**config.mk**
```make
export PLATFORM = sky130hd
export DESIGN_NAME = tioc_top
export DESIGN_NICKNAME = d
export VERILOG_FILES = /design/src/verilog/tioc_edge_det.v /design/src/verilog/tioc_top.v
export VERILOG_INCLUDE_DIRS = /design/src /design/src/verilog
export SDC_FILE = /design/constraint.sdc
export NUM_CORES = 1
export LEC_CHECK = 0
export BUFFER_PORTS_ARGS = -buffer_cell sky130_fd_sc_hd__buf_4
export CAP_MARGIN = 0
export CORE_MARGIN = 2
export CORE_UTILIZATION = 52
export DETAILED_ROUTE_END_ITERATION = 6
export HOLD_SLACK_MARGIN = 0.15
export PLACE_DENSITY = 0.76
export SYNTH_ARGS = -nofsm -noshare
export SYNTH_HDL_FRONTEND = slang
export SYNTH_HIERARCHICAL = 1
export SYNTH_SLANG_ARGS = --single-unit
```
**constraint.sdc**
```tcl
create_clock -name ref_clk -period 2.2 [get_ports ref_clk]
set_clock_uncertainty 0.15 [all_clocks]
set_input_delay 0.44 -clock ref_clk [delete_from_list [all_inputs] [get_ports ref_clk]]
set_output_delay 0.44 -clock ref_clk [all_outputs]
set_load 0.01 [all_outputs]
```
**src/verilog/tioc_regs.vh**
```
`ifndef TIOC_REGS_VH
`define TIOC_REGS_VH

// ==========================================================
// register byte offsets (apb, one aligned word each)
`define TIOC_OFF_CTRL1     8'h00
`define TIOC_OFF_CTRL2     8'h04
`define TIOC_OFF_FLAGS     8'h08
`define TIOC_OFF_EVT_STAT  8'h0c
`define TIOC_OFF_EVT_MASK  8'h10
`define TIOC_OFF_CAPA      8'h14
`define TIOC_OFF_CAPB      8'h18
`define TIOC_OFF_MATCHA    8'h1c
`define TIOC_OFF_MATCHB    8'h20
`define TIOC_OFF_COUNT     8'h24
`define TIOC_OFF_ALTCOUNT  8'h28

// ==========================================================
// timer_control_one fields
`define TIOC_C1_CAP_IE     7
`define TIOC_C1_MATCH_IE   6
`define TIOC_C1_WRAP_IE    5
`define TIOC_C1_FORCE_B    4
`define TIOC_C1_FORCE_A    3
`define TIOC_C1_LEVEL_B    2
`define TIOC_C1_CAPA_EDGE  1
`define TIOC_C1_LEVEL_A    0

// ==========================================================
// timer_control_two fields
`define TIOC_C2_PIN_EN_A   7
`define TIOC_C2_PIN_EN_B   6
`define TIOC_C2_ONE_SHOT   5
`define TIOC_C2_PWM        4
`define TIOC_C2_CAPB_EDGE  1

// ==========================================================
// flag positions, used in the flag, status and mask words
`define TIOC_FL_CAPA       7
`define TIOC_FL_MATCHA     6
`define TIOC_FL_WRAP       5
`define TIOC_FL_CAPB       4
`define TIOC_FL_MATCHB     3

// ==========================================================
// reset values and counter constants
`define TIOC_CTRL1_RST     8'h00
`define TIOC_CTRL2_RST     8'h00
`define TIOC_MASK_RST      5'h00
`define TIOC_MATCH_RST     16'hffff
`define TIOC_COUNT_RST     16'hfffc
`define TIOC_RELOAD        16'hfffc
`define TIOC_COUNT_TOP     16'hffff

`endif

```
**src/verilog/tioc_edge_det.v**
```verilog
`timescale 1ns/100ps
// ==========================================================
// pin synchroniser and selectable edge detector
module tioc_edge_det (
  input wire ref_clk,
  input wire reset_n,
  input wire pinIn,
  input wire riseSel,
  output wire edgeHit
);
  reg sync1_r;
  reg sync2_r;
  reg last_r;

  // two stages before any logic; only sync2_r and last_r are examined
  always @(posedge ref_clk) begin
    if (!reset_n) begin
      sync1_r <= 1'b0;
      sync2_r <= 1'b0;
      last_r <= 1'b0;
    end else begin
      sync1_r <= pinIn;
      sync2_r <= sync1_r;
      last_r <= sync2_r;
    end
  end

  // 1 selects rising, 0 selects falling
  assign edgeHit = riseSel ? (sync2_r & ~last_r) : (~sync2_r & last_r);
endmodule // tioc_edge_det

```
**src/verilog/tioc_top.v**
```verilog
// Decided for this implementation: the APB interface to the registers and the register offsets.
`timescale 1ns/100ps
// Overview of operation
// all five timer events share one request
// request needs enable set and global unmask
// events wake from wait, never from halt
// no match flags while pwm active
// capture a flag: capture or pwm period end
// three control registers, six 16-bit pairs
// control one resets zero, fully read/write
// bit 7 enables capture flag requests
// bit 6 enables match flag requests
// bit 5 enables wrap flag request
// bit 4 forces level b onto pin b
// bit 3 forces level a onto pin a
// match b copies level b onto pin b
// one-shot/pwm: match b drives pin a
// bit 1 picks capture a edge
// match a copies level a onto pin a
// pin enables hand pins to timer
// flag clears after flag read then access
// request is or of flag and enable
`include "tioc_regs.vh"

module tioc_top (
  input wire ref_clk,
  input wire reset_n,
  input wire psel,
  input wire penable,
  input wire pwrite,
  input wire [7:0] paddr,
  input wire [31:0] pwdata,
  output reg [31:0] prdata,
  output reg pready,
  output reg pslverr,
  input wire captureAPin,
  input wire captureBPin,
  input wire cpuIrqMask,
  input wire cpuWaitState,
  input wire cpuHaltState,
  output reg timerIrq,
  output reg wakeRequest,
  output reg eventIrq,
  output reg matchAPin,
  output reg matchAPinOe,
  output reg matchBPin,
  output reg matchBPinOe
);
  // ========================================================
  // register state
  reg [7:0] ctrlOne_r;
  reg [7:0] ctrlTwo_r;
  reg [15:0] count_r;
  reg [15:0] capA_r;
  reg [15:0] capB_r;
  reg [15:0] matchA_r;
  reg [15:0] matchB_r;
  reg [4:0] evtStat_r;
  reg [4:0] evtMask_r;
  reg [4:0] flag_r;
  reg [4:0] armed_r;
  reg [15:0] count_nxt;
  reg [31:0] rdData;
  reg addrOk;

  // ========================================================
  // apb decode: one wait state, effects at the completing edge
  wire accPhase = psel & penable;
  wire commit = accPhase & pready;
  wire wrCommit = commit & pwrite & addrOk;
  wire rdCommit = commit & ~pwrite & addrOk;

  // ========================================================
  // control field views
  wire pwmOn = ctrlTwo_r[`TIOC_C2_PWM];
  wire oneShot = ctrlTwo_r[`TIOC_C2_ONE_SHOT] & ~pwmOn;
  wire pinEnA = ctrlTwo_r[`TIOC_C2_PIN_EN_A];
  wire pinEnB = ctrlTwo_r[`TIOC_C2_PIN_EN_B];

  // ========================================================
  // capture pins, synchronised then edge detected
  wire capAEdge;
  wire capBEdge;

  tioc_edge_det uCapA (
    .ref_clk(ref_clk),
    .reset_n(reset_n),
    .pinIn(captureAPin),
    .riseSel(ctrlOne_r[`TIOC_C1_CAPA_EDGE]),
    .edgeHit(capAEdge)
  );

  tioc_edge_det uCapB (
    .ref_clk(ref_clk),
    .reset_n(reset_n),
    .pinIn(captureBPin),
    .riseSel(ctrlTwo_r[`TIOC_C2_CAPB_EDGE]),
    .edgeHit(capBEdge)
  );

  // ========================================================
  // comparators and event sources
  wire run = ~cpuHaltState;
  wire matchAHit = run & (count_r == matchA_r);
  wire matchBHit = run & (count_r == matchB_r);
  wire periodEnd = pwmOn & matchBHit;
  wire shotStart = oneShot & capAEdge;
  wire wrapHit = run & ~periodEnd & ~shotStart &
                 (count_r == `TIOC_COUNT_TOP);
  // capture a pin is disconnected in pwm; a one-shot trigger still flags
  wire capAEvt = (capAEdge & ~pwmOn) | periodEnd;
  wire capALoad = capAEdge & ~pwmOn & ~oneShot;
  wire matchAEvt = matchAHit & ~pwmOn & ~oneShot;
  wire matchBEvt = matchBHit & ~pwmOn;

  // events packed in flag-word order, bit 4 down to bit 0
  wire [4:0] evtSet = {capAEvt, matchAEvt, wrapHit, capBEdge, matchBEvt};

  // ========================================================
  // counter, reloaded at pwm period end or one-shot trigger, frozen while the cpu is halted
  always @* begin
    count_nxt = count_r + 16'h0001;
    if (!run)
      count_nxt = count_r;
    else if (periodEnd || shotStart)
      count_nxt = `TIOC_RELOAD;
  end

  // ========================================================
  // counter and data register pairs
  always @(posedge ref_clk) begin
    if (!reset_n) begin
      count_r <= `TIOC_COUNT_RST;
      capA_r <= 16'h0000;
      capB_r <= 16'h0000;
      matchA_r <= `TIOC_MATCH_RST;
      matchB_r <= `TIOC_MATCH_RST;
    end else begin
      count_r <= count_nxt;
      if (capALoad)
        capA_r <= count_r;
      if (capBEdge)
        capB_r <= count_r;
      if (wrCommit && paddr == `TIOC_OFF_MATCHA)
        matchA_r <= pwdata[15:0];
      if (wrCommit && paddr == `TIOC_OFF_MATCHB)
        matchB_r <= pwdata[15:0];
    end
  end

  // ========================================================
  // control registers; every bit of control one is read/write
  always @(posedge ref_clk) begin
    if (!reset_n) begin
      ctrlOne_r <= `TIOC_CTRL1_RST;
      ctrlTwo_r <= `TIOC_CTRL2_RST;
      evtMask_r <= `TIOC_MASK_RST;
    end else if (wrCommit) begin
      if (paddr == `TIOC_OFF_CTRL1)
        ctrlOne_r <= pwdata[7:0];
      if (paddr == `TIOC_OFF_CTRL2)
        ctrlTwo_r <= pwdata[7:0];
      if (paddr == `TIOC_OFF_EVT_MASK)
        evtMask_r <= pwdata[7:3];
    end
  end

  // ========================================================
  // access to the low half of each flag's own register clears it
  wire [4:0] assocHit;
  assign assocHit[4] = paddr == `TIOC_OFF_CAPA;
  assign assocHit[3] = paddr == `TIOC_OFF_MATCHA;
  assign assocHit[2] = paddr == `TIOC_OFF_COUNT; // alt counter never clears
  assign assocHit[1] = paddr == `TIOC_OFF_CAPB;
  assign assocHit[0] = paddr == `TIOC_OFF_MATCHB;
  wire flagRead = rdCommit & (paddr == `TIOC_OFF_FLAGS);

  // ========================================================
  // per-flag two-step clear; a new event beats the clear
  genvar gi;
  generate
    for (gi = 0; gi < 5; gi = gi + 1) begin : gFlag
      wire clrHit = commit & addrOk & assocHit[gi] & armed_r[gi];
      always @(posedge ref_clk) begin
        if (!reset_n) begin
          flag_r[gi] <= 1'b0;
          armed_r[gi] <= 1'b0;
          evtStat_r[gi] <= 1'b0;
        end else begin
          if (evtSet[gi])
            flag_r[gi] <= 1'b1;
          else if (clrHit)
            flag_r[gi] <= 1'b0;
          if (clrHit)
            armed_r[gi] <= 1'b0;
          else if (flagRead && flag_r[gi])
            armed_r[gi] <= 1'b1;
          // sticky event status, write one to clear
          if (evtSet[gi])
            evtStat_r[gi] <= 1'b1;
          else if (wrCommit && paddr == `TIOC_OFF_EVT_STAT &&
                   pwdata[gi + 3])
            evtStat_r[gi] <= 1'b0;
        end
      end
    end
  endgenerate

  // ========================================================
  // shared request: each flag gated by its enable
  wire capReq = (flag_r[4] | flag_r[1]) &
                ctrlOne_r[`TIOC_C1_CAP_IE];
  wire matchReq = (flag_r[3] | flag_r[0]) &
                  ctrlOne_r[`TIOC_C1_MATCH_IE];
  wire wrapReq = flag_r[2] & ctrlOne_r[`TIOC_C1_WRAP_IE];
  wire anyReq = capReq | matchReq | wrapReq;

  // ========================================================
  // interrupt and wake outputs, registered
  always @(posedge ref_clk) begin
    if (!reset_n) begin
      timerIrq <= 1'b0;
      wakeRequest <= 1'b0;
      eventIrq <= 1'b0;
    end else begin
      timerIrq <= anyReq & ~cpuIrqMask;
      // halt freezes the counter and its match and wrap hits; captures still flag, so halt is gated off the wake
      wakeRequest <= anyReq & ~cpuIrqMask & cpuWaitState &
                     ~cpuHaltState;
      eventIrq <= |(evtStat_r & evtMask_r);
    end
  end

  // ========================================================
  // compare pins; levels only move while the pin is handed over
  always @(posedge ref_clk) begin
    if (!reset_n) begin
      matchAPin <= 1'b0;
      matchBPin <= 1'b0;
      matchAPinOe <= 1'b0;
      matchBPinOe <= 1'b0;
    end else begin
      matchAPinOe <= pinEnA;
      matchBPinOe <= pinEnB;
      if (pinEnA) begin
        if (ctrlOne_r[`TIOC_C1_FORCE_A])
          matchAPin <= ctrlOne_r[`TIOC_C1_LEVEL_A];
        else if ((pwmOn || oneShot) && matchBHit)
          matchAPin <= ctrlOne_r[`TIOC_C1_LEVEL_B];
        else if (matchAHit)
          matchAPin <= ctrlOne_r[`TIOC_C1_LEVEL_A];
      end
      if (pinEnB) begin
        if (ctrlOne_r[`TIOC_C1_FORCE_B])
          matchBPin <= ctrlOne_r[`TIOC_C1_LEVEL_B];
        else if (!pwmOn && !oneShot && matchBHit)
          matchBPin <= ctrlOne_r[`TIOC_C1_LEVEL_B];
      end
    end
  end

  // ========================================================
  // read mux and address check
  always @* begin
    rdData = 32'h0000_0000;
    addrOk = 1'b1;
    case (paddr)
      `TIOC_OFF_CTRL1: rdData = {24'h000000, ctrlOne_r};
      `TIOC_OFF_CTRL2: rdData = {24'h000000, ctrlTwo_r};
      `TIOC_OFF_FLAGS: rdData = {24'h000000, flag_r, 3'h0};
      `TIOC_OFF_EVT_STAT: rdData = {24'h000000, evtStat_r, 3'h0};
      `TIOC_OFF_EVT_MASK: rdData = {24'h000000, evtMask_r, 3'h0};
      `TIOC_OFF_CAPA: rdData = {16'h0000, capA_r};
      `TIOC_OFF_CAPB: rdData = {16'h0000, capB_r};
      `TIOC_OFF_MATCHA: rdData = {16'h0000, matchA_r};
      `TIOC_OFF_MATCHB: rdData = {16'h0000, matchB_r};
      `TIOC_OFF_COUNT: rdData = {16'h0000, count_r};
      `TIOC_OFF_ALTCOUNT: rdData = {16'h0000, count_r};
      default: addrOk = 1'b0;
    endcase
  end

  // ========================================================
  // apb answer: pready rises in the second access cycle
  always @(posedge ref_clk) begin
    if (!reset_n) begin
      pready <= 1'b0;
      pslverr <= 1'b0;
      prdata <= 32'h0000_0000;
    end else if (accPhase && !pready) begin
      pready <= 1'b1;
      pslverr <= ~addrOk;
      prdata <= pwrite ? 32'h0000_0000 : rdData;
    end else begin
      pready <= 1'b0;
      pslverr <= 1'b0;
    end
  end
endmodule // tioc_top

```
==> flow_summary.yaml, run 1 <==
run_status:
  run_status: "completed"
detailed_routing:
  vias: 6570
  drt_iter0_drc: 826
  vias_per_cell: 5.86
  route.detailed.wl_per_inst_um: 18.9
  routed_wl_um: 21200
  drc_errors: 0
  drtAntennaViolNets: 0
  first_pass_iters: 7
critical_path:
  crit_path_top_delay_cell: "o311a_1"
  path_buf_inv: 1
  worstPathCellList: "xor2_1 -> nor4_1 -> nand3_1 -> o311a_1 -> buf_4 -> nand4_1 -> nand2_1"
  crit_type: "reg2reg"
  critical_path_required_ps: 2370
  critPathMaxFanout: 3
  cp-end-kind: "flip-flop"
  crit_family: "simple AND/OR/NAND/NOR gates"
  critPathMaxStageDelay_ps: 430
  setup.worst_path.start_class: "flip-flop"
  cp.arrival_ps: 2320
power:
  power.internal_uw: 4960
  leakage_uw: 0.00360
  p_seq_frac: 0.427
  ir_worst_vdd_v: 0.000421
  switching_share: 0.223
  powerDensity_nw_per_um2: 727
  p_comb_frac: 0.075
  p_sw_uw: 1430
  pwr-share-clk: 0.497
  total_power_uw: 6390
logic_synthesis:
  synth_cell_types: 57
  synth-main-ff-cell: "dfxtp_1"
  synthCells: 816
  synth_top_area_share: 0.429
  synth-seq-area-share: 0.429
  ys_top_cells_by_area: "dfxtp_1 43%, nand2_1 9.5%, mux2i_1 6.0%"
  avgSynthCellArea_um2: 8.40
  synth_edf_count: 0
  ys_ff_latch: 147
  synth-warning-count: 6
  syn-cell-area_um2: 6860
  async_reset_ff_frac: 0
  yosysTopAreaCell: "dfxtp_1"
timing:
  max_freq_mhz: 464
  fin_crit_ps: 2150
  worstMarginPinSlew_ps: 694
  finalSetupViolations: 0
  hold_violations: 0
  fin_ws_ps: 45.1
  finalCritPeriodShare: 0.980
  grt_setup_unrepaired: "true"
  max_slew_margin: 0.536
  report.final.slew_viol_count: 0
clock_tree:
  clock_latency_ps: 430
  cts_tree: "yes"
  root_buffer: "clkbuf_16"
  post_cts_buffers: 0
  clkTransAtPathRegs_ps: 60
  numCtsBuffers: 17
  cts.sinks: 147
  clockBufferDepth: 2
  htree_num_levels: 4
final_layout:
  final_nets: 989
  diodes: 0
  drive_gt1_frac: 0.212
  area_growth_pct: 28.2
  stdcell_count: 1121
placement:
  place.gp.congestion: 0.972
  post-place-ws_ps: -91.5
  hpwl_um: 14700
  placed_cells: 1074
  portBuffers: 58
floorplanning:
  rows: 41
  ios: 91
  start_util: 0.537
  die_y_um: 119
  coreArea_um2: 12800
  die_area_um2: 14100
  fp.dieW_um: 119
flow_run:
  cap_violations: 0
worst_hold_path:
  hold_path_class: "in2reg"
grt:
  grt_usage: 0.306
  grt_max_degree: 45
  grt_pass1_wl_um: 33400
  antenna_found_initial: 0
  grt.overflow.total: 0
  grt_pass1_vias: 6142
cells in the final DEF (no fill, tap or decap), types with 4 or more instances in the layout:
cell,count
nor4_1,9
dfxtp_1,146
a222oi_1,4
dlygate4sd3_1,17
buf_4,138
clkbuf_16,17
nor3_1,10
xor2_1,41
a22o_1,14
nor2_1,52
o21ai_0,19
nand2b_1,5
xnor2_1,4
conb_1,16
a31oi_1,5
nand3b_1,5
and3_1,11
nand4_1,7
inv_1,8
a221o_1,7
nor2b_1,4
nand2_1,173
buf_12,7
mux2i_1,41
bufinv_16,5
a22oi_1,17
and2_1,12
a21oi_1,40
nand3_1,59
mux2_2,5
layout make-up:
class / instances / area [um2]
tap: 172 / 215
multi-input combinational: 601 / 3610
fill: 997 / 3990
inverter: 9 / 33.8
sequential: 147 / 2940
clock buffer: 20 / 457
timing repair buffer: 162 / 1350
clock inverter: 10 / 181
cell families after synthesis:
family	Yosys count	synth area share
buf+inv	83	0.0587
other cells	1	0.000547
simple gates	365	0.253
xor+xnor	45	0.0575
mux	48	0.0746
compound gates	126	0.125
fa+ha+maj	1	0.00182
flops	147	0.429
sequential cells by signal, summed over array words and instances (netlist names), 5 cells and up:
register and flops:
flag_r 5, matchA_r 16, capA_r 16, ctrlTwo_r 8
prdata 16, ctrlOne_r 8, evtMask_r 5, capB_r 16
evtStat_r 5, matchB_r 16, count_r 16, armed_r 5
metrics by stage:
step / setup TNS (ps) / util / hold slack (ps) / instance area, um2
6_report: 0 / 0.688 / 179 / 8790
5_1_grt: -20.6 / 0.688 / 198 / 8790
4_1_cts: 0 / 0.685 / 159 / 8750
3_5_place_dp: -3000 / 0.621 / 275 / 7940
3_3_place_gp: -3080 / 0.621 / 269 / 7940
2_1_floorplan: -192 / - / 262 / 6910
power by group through the flow:
| stage | logic (uW) | registers (uW) | clock network [uW] |
|---|---|---|---|
| after floorplan | 267 | 2770 | 0 |
| after CTS | 462 | 2730 | 3190 |
| after global placement | 429 | 2790 | 0 |
| after global routing | 511 | 2730 | 3300 |
| final | 481 | 2730 | 3180 |
| after detailed placement | 433 | 2790 | 0 |
timing repair:
action	CTS	global route
endpoints found under the hold margin	32	0
endpoints found under the setup margin	8	18
pin swaps	0	3
resized for setup	1	9
hold buffers	17	0
gates cloned	0	0
Yosys cell counts, types with 8 or more instances:
cell	instances
nand2_1	173
a22o_1	14
nor4_1	11
xor2_1	41
clkbuf_1	33
buf_4	18
nor3_1	11
o21ai_0	20
dfxtp_1	147
and3_1	11
buf_2	19
a22oi_1	17
nand3_1	60
and2_1	12
a21oi_1	40
mux2i_1	41
inv_1	8
nor2_1	52
path summary, 6_finish.rpt:
kind                                          startpoint                         to  slack (ps)  depth (start not counted)
worst max-delay path            count_r[10]$_SDFFE_PN1N_  evtStat_r[2]$_SDFFE_PN0P_          50                          7
worst min-delay path                           pwdata[3]   matchA_r[3]$_SDFFE_PN1P_         180                          3
worst max register to register  count_r[10]$_SDFFE_PN1N_  evtStat_r[2]$_SDFFE_PN0P_          50                          7
worst min register to register  uCapB/sync1_r$_SDFF_PN0_   uCapB/sync2_r$_SDFF_PN0_         280                          1
worst reg2reg max path: cells and delay by family (launching register included):
| kind | cells | cell delay, ps |
|---|---|---|
| xor+xnor | 1 | 170 |
| flops | 1 | 320 |
| compound gates | 1 | 430 |
| buf+inv | 1 | 180 |
| simple gates | 4 | 810 |
per-layer routing:
metal | share of wire | wire, um | vias up | GRT usage
li1 | - | - | 3043 | -
met3 | 0.11 | 2420 | 64 | 0.0656
met5 | 0 | 0 | - | 0
met2 | 0.44 | 9280 | 390 | 0.468
met1 | 0.42 | 8840 | 3073 | 0.422
met4 | 0.033 | 694 | 0 | 0.121
Note: power is estimated with default switching activity, not from simulation.
==> run 2: changes to the inputs <==
--- a/config.mk
+++ b/config.mk
@@ -6,6 +6,7 @@
 export SDC_FILE = /design/constraint.sdc
 export NUM_CORES = 1
 export LEC_CHECK = 0
+export ABC_AREA = 1
 export BUFFER_PORTS_ARGS = -buffer_cell sky130_fd_sc_hd__buf_4
 export CAP_MARGIN = 0
 export CORE_MARGIN = 2
==> constraint.sdc (replaced) <==
create_clock -name ref_clk -period 1.8 [get_ports ref_clk]
set_clock_uncertainty 0.15 [all_clocks]
set_input_delay 0.36 -clock ref_clk [delete_from_list [all_inputs] [get_ports ref_clk]]
set_output_delay 0.36 -clock ref_clk [all_outputs]
set_load 0.01 [all_outputs]
==> run 2 against run 1 <==
The run now ends with setup timing left. Flip-flop and latch count did not move. Final cell count increased by 25%. Worst hold slack gained 20 ps. Global-route usage is 2.0 points higher. Die area up 3.9%. Utilization increased by 3.9 points. Non-clock buffer count rose by 55.
==> flow_summary.yaml, run 2 <==
timing:
  grt_setup_unrepaired: "true"
  max_freq_mhz: 537
  fin_crit_ps: 1860
  hold_slack_ps: 200
  hold_violations: 0
  finalSetupViolations: 16
  finalCritPeriodShare: 1.04
  report.final.slew_viol_count: 0
  fin_ws_ps: -63.0
critical_path:
  critPathMaxFanout: 7
  r2r_start: "count_r[1]$_SDFFE_PN0N_"
  critPathCapture: "count_r[12]$_SDFFE_PN1N_"
  critical_path_required_ps: 2000
  rrSetupSlack_ps: -60
  r2r_end: "count_r[12]$_SDFFE_PN1N_"
  crit_start: "count_r[1]$_SDFFE_PN0N_"
  setup.worst_path.start_class: "flip-flop"
  reg2reg_depth: 11
  crit_type: "reg2reg"
  cp-end-kind: "flip-flop"
  cp.arrival_ps: 2060
floorplanning:
  die_y_um: 121
  coreArea_um2: 13300
  ios: 91
  rows: 42
  die_area_um2: 14700
  start_util: 0.535
  fp.dieW_um: 121
power:
  ir_worst_vdd_v: 0.000733
  powerDensity_nw_per_um2: 753
  leakage_uw: 0.00472
clock_tree:
  cts.sinks: 147
  htree_num_levels: 4
  clock_latency_ps: 440
  numCtsBuffers: 17
  root_buffer: "clkbuf_16"
  clkTransAtPathRegs_ps: 60
  cts_tree: "yes"
  clockBufferDepth: 2
logic_synthesis:
  synth_compound_area_frac: 0.174
  synthAdderAreaFrac: 0.00175
  synth_edf_count: 0
  synth_cell_types: 38
  synthXorXnorAreaFrac: 0.00982
  synth-simple-area-share: 0.278
  synth-seq-area-share: 0.412
  synth-warning-count: 6
  synthCells: 1027
  netlist_top_cells_count: "237 x nand2_1, 147 x dfxtp_1, 140 x inv_1"
  synth_top_family_by_area: "simple AND/OR/NAND/NOR gates"
  ys_top_cells_by_area: "dfxtp_1 41%, nand2_1 12%, inv_1 7.4%"
  yosysTopAreaCell: "dfxtp_1"
  avgSynthCellArea_um2: 6.95
  synth_top_area_share: 0.412
  ys_ff_latch: 147
  syn-cell-area_um2: 7140
  synth.mux.area_fraction: 0
  async_reset_ff_frac: 0
  synth-main-ff-cell: "dfxtp_1"
  yosysMostFrequentCell: "nand2_1"
final_layout:
  drive_gt1_frac: 0.240
  stdcell_count: 1401
  diodes: 0
  multi_input_area_um2: 3580
  fillers: 1019
  final_nets: 1267
  final_cell_mix: "227 x nand2_1, 181 x buf_4, 138 x dfxtp_1, 130 x inv_1, 99 x a21oi_1"
  final_util: 0.727
  final_common_cell: "nand2_1"
  layout.area.seq_um2: 2960
  fin_area_um2: 9700
  area_growth_pct: 35.9
detailed_routing:
  routed_wl_um: 24000
  vias: 7893
  drt_iter0_drc: 1163
  first_pass_iters: 7
  route.detailed.wl_per_inst_um: 17.1
  vias_per_cell: 5.63
  drc_errors: 0
  drtAntennaViolNets: 0
run_status:
  violations: "setup timing"
  run_status: "finished with violations"
placement:
  post_dp_cell_area_um2: 8650
  placed_cells: 1339
  place.gp.congestion: 0.935
  post-place-ws_ps: -438
  portBuffers: 58
  hpwl_um: 16500
grt:
  grt_usage: 0.327
  grt_pass1_wl_um: 37000
  antenna_found_initial: 0
  grt_max_degree: 36
  grt.overflow.total: 0
  grt_pass1_vias: 7233
worst_hold_path:
  hold_path_class: "in2reg"
flow_run:
  cap_violations: 0
run 2: cell count changes in the layout (fill, tap and decap cells not counted), sizes merged, moves of 15 or more:
cell	change
xor2	-35
nand2	+65
mux2i	-41
and2	-15
nand4	+30
buf	+48
o22ai	+15
o211ai	+20
a22oi	-16
inv	+135
o21ai	+62
a21oi	+59
nand3	+18
run 2: per-layer routing:
layer	vias to the layer above	wire length (um)	global-route usage
met5	-	0	0
met4	0	904	0.139
met3	84	2470	0.0724
met2	457	11000	0.512
met1	3620	9560	0.434
li1	3732	-	-
run 2: power by group:
group	leakage (uW)	internal (uW)	switching, uW
sequential	0.00119	3300	33.0
clock	0.000273	2040	1350
combinational	0.00326	237	338
total	0.00472	5580	1720
run 2: metrics by stage:
| step | TNS [ps] | power (uW) |
|---|---|---|
| after floorplan | -3400 | 3670 |
| after CTS | -55.7 | 7250 |
| after detailed placement | -23180 | 3880 |
| after global placement | -19460 | 3870 |
| final | -528 | 7300 |
| after global routing | -2960 | 7500 |
run 2: layout make-up:
cell class | instances | area share
timing repair buffer | 217 | 0.187
sequential | 147 | 0.305
clock buffer | 23 | 0.0513
tap | 176 | 0.0227
inverter | 145 | 0.0593
multi-input combinational | 688 | 0.369
clock inverter | 5 | 0.00542
run 2: how the worst min path moves through the flow:
stage	cells after the start	endpoint	from	slack [ps]
floorplan	2	uCapA/sync2_r$_SDFF_PN0_	uCapA/sync1_r$_SDFF_PN0_	240
global placement	2	uCapA/sync2_r$_SDFF_PN0_	uCapA/sync1_r$_SDFF_PN0_	250
detailed placement	2	uCapB/sync2_r$_SDFF_PN0_	uCapB/sync1_r$_SDFF_PN0_	260
CTS	2	matchB_r[3]$_SDFFE_PN1P_	reset_n	90
global route	4	count_r[1]$_SDFFE_PN0N_	cpuHaltState	210
finish	4	count_r[1]$_SDFFE_PN0N_	cpuHaltState	200
run 2: worst max-delay path, cell delays in order (launching register included):
cell and delay (ps):
dfxtp_4 370, buf_6 120, nand2_4 50, nand2_1 50, nor2_1 100, nand2_1 110
nor2_4 160, nand4_1 130, nand2_1 140, nand3_2 120, buf_6 170, o211ai_1 80
run 2: cells by family after synthesis:
family / count (synthesis)
and+or+nand+nor: 433
buffers and inverters: 209
xor gates and xnor gates: 8
adders and majority gates: 1
DFF: 147
other: 1
AOI/OAI and AO/OA: 228
run 2: timing repair:
item / in CTS / in global routing
pin swaps: 5 / 14
hold buffers: 24 / 1
cloned: 0 / 3
setup endpoints to repair: 18 / 42
setup buffers: 1 / 6
gates resized for setup: 16 / 50
endpoints found under the hold margin: 53 / 8
==> run 3: changes to the inputs <==
--- a/config.mk
+++ b/config.mk
@@ -6,7 +6,6 @@
 export SDC_FILE = /design/constraint.sdc
 export NUM_CORES = 1
 export LEC_CHECK = 0
-export ABC_AREA = 1
 export BUFFER_PORTS_ARGS = -buffer_cell sky130_fd_sc_hd__buf_4
 export CAP_MARGIN = 0
 export CORE_MARGIN = 2
==> run 3 against run 2 <==
The flow still finishes with violations (setup timing). Power up 2.5%. Register-to-register slack worse by 280 ps. Fmax decreased by 13%. Final cell count is 17% lower. Die area shrank 3.8%. Clock power about the same. Flip-flop and latch count did not move. First-iteration DRC count decreased by 28%. Critical path depth shrank 2. Largest cell class unchanged.
==> flow_summary.yaml, run 3 (same netlist as run 1, synthesis figures left out) <==
run_status:
  run_status: "finished with violations"
  violations: "setup timing"
timing:
  hold_violations: 0
  max_freq_mhz: 467
  finalCritPeriodShare: 1.19
  fin_ws_ps: -341
  report.final.slew_viol_count: 0
  finalSetupViolations: 26
  grt_setup_unrepaired: "true"
  fin_crit_ps: 2140
critical_path:
  critPathMaxFanout: 3
  crit_type: "reg2reg"
  r2r_start: "count_r[6]$_SDFFE_PN1N_"
  setup.worst_path.start_class: "flip-flop"
  cp.arrival_ps: 2300
  reg2reg_depth: 9
  rrSetupSlack_ps: -340
  cp-end-kind: "flip-flop"
  r2r_end: "count_r[1]$_SDFFE_PN0N_"
  critical_path_required_ps: 1960
grt:
  grt_pass1_vias: 6694
  grt_max_degree: 60
  grt_usage: 0.337
  grt_pass1_wl_um: 36200
  grt.overflow.total: 0
  antenna_found_initial: 1
floorplanning:
  ios: 91
  coreArea_um2: 12800
  fp.dieW_um: 119
  die_y_um: 119
  rows: 41
  start_util: 0.537
  die_area_um2: 14100
power:
  pwr-share-clk: 0.453
  power.internal_uw: 5610
  ir_worst_vdd_v: 0.000612
  p_comb_frac: 0.101
  p_sw_uw: 1870
  switching_share: 0.250
  powerDensity_nw_per_um2: 789
  p_seq_frac: 0.446
  leakage_uw: 0.00386
detailed_routing:
  vias_per_cell: 5.92
  route.detailed.wl_per_inst_um: 20.6
  drc_errors: 0
  routed_wl_um: 24100
  first_pass_iters: 6
  drt_iter0_drc: 837
  drtAntennaViolNets: 0
  vias: 6912
final_layout:
  multi_input_area_um2: 3860
  fillers: 911
  drive_gt1_frac: 0.293
  final_cell_mix: "157 x buf_4, 154 x nand2_1, 141 x dfxtp_1, 55 x nand3_1, 49 x nor2_1"
  final_common_cell: "buf_4"
  final_util: 0.742
  final_nets: 1033
  area_growth_pct: 38.2
  layout.area.seq_um2: 2950
clock_tree:
  clockBufferDepth: 2
  root_buffer: "clkbuf_16"
  cts_tree: "yes"
  htree_num_levels: 4
  clkTransAtPathRegs_ps: 60
  clock_latency_ps: 430
  cts.sinks: 147
  numCtsBuffers: 17
flow_run:
  cap_violations: 0
placement:
  portBuffers: 58
  place.gp.congestion: 0.972
  hpwl_um: 16600
  post-place-ws_ps: -465
worst_hold_path:
  hold_path_end: "count_r[0]$_SDFFE_PN0N_"
  min_from: "cpuHaltState"
  hold_path_class: "in2reg"
  whs_path_depth: 4
[run 3: cell types whose count changed in the layout (fill, tap and decap cells not counted), moves of 10 or more]
cell / previous run / this run
inv_1: 130 / 8
nand2_1: 227 / 154
a21oi_1: 99 / 37
o21ai_0: 67 / 12
mux2i_1: 0 / 41
xor2_1: 6 / 41
nand4_1: 37 / 7
buf_4: 181 / 157
o211ai_1: 21 / 1
o22ai_1: 19 / 2
a22oi_1: 1 / 17
a22o_1: 0 / 14
and2_1: 0 / 13
and3_1: 0 / 10
[run 3: worst max path at each step]
stage / slack [ps] / cells after the start / start / end
after floorplan: -350 / 7 / paddr[1] / evtStat_r[4]$_SDFFE_PN0P_
after global placement: -430 / 7 / paddr[7] / evtStat_r[4]$_SDFFE_PN0P_
after detailed placement: -460 / 8 / count_r[6]$_SDFFE_PN1N_ / matchAPin$_SDFFE_PN0P_
after CTS: -360 / 8 / count_r[14]$_SDFFE_PN1N_ / matchAPin$_SDFFE_PN0P_
after global routing: -390 / 8 / count_r[6]$_SDFFE_PN1N_ / count_r[6]$_SDFFE_PN1N_
final: -340 / 9 / count_r[6]$_SDFFE_PN1N_ / count_r[1]$_SDFFE_PN0N_
[run 3: layout make-up]
type	instances	area share
antenna	1	0.000264
clock buffer	20	0.0482
clock inverter	11	0.0111
inverter	9	0.00356
multi-input combinational	601	0.407
sequential	147	0.311
tap	172	0.0227
timing repair buffer	206	0.196
[run 3: worst max-delay path: stages, from the launching register on]
cell	delay, ps
dfxtp_2	320
xor2_1	160
nor4_2	340
buf_4	190
nand3_4	80
o311a_4	400
buf_6	130
buf_4	120
nand2_2	50
o21ai_1	70
[run 3: repair_timing]
action / 4_1_cts / 5_1_grt
cloned: 0 / 2
hold endpoints to repair: 60 / 0
endpoints found under the setup margin: 26 / 60
buffers inserted: 2 / 7
gates resized for setup: 28 / 36
hold buffers: 22 / 0
pin swaps: 12 / 18
[run 3: routing by layer]
metal  wire length [um]  vias to the layer above  GRT usage
met2              10700                      416      0.501
met5                  0                        -          0
met4                852                        0      0.171
met1               9790                     3303      0.456
li1                   -                     3127          -
met3               2700                       66     0.0790
[run 3: metrics by stage]
stage	hold slack [ps]	cell area (um2)	total power [uW]	TNS (ps)	cells
5_1_grt	233	9480	7670	-7970	1166
4_1_cts	176	9260	7450	-5810	1157
3_5_place_dp	287	8330	4030	-28830	1102
2_1_floorplan	262	7110	3730	-10860	831
6_report	227	9480	7480	-6730	1167
3_3_place_gp	271	8330	4020	-27560	1102
[run 3: power by group through the flow]
stage / sequential (uW) / combinational [uW] / clock [uW]
final: 3330 / 755 / 3390
after global placement: 3400 / 619 / 0
after detailed placement: 3400 / 630 / 0
after CTS: 3330 / 701 / 3420
after floorplan: 3390 / 343 / 0
after global routing: 3340 / 795 / 3540
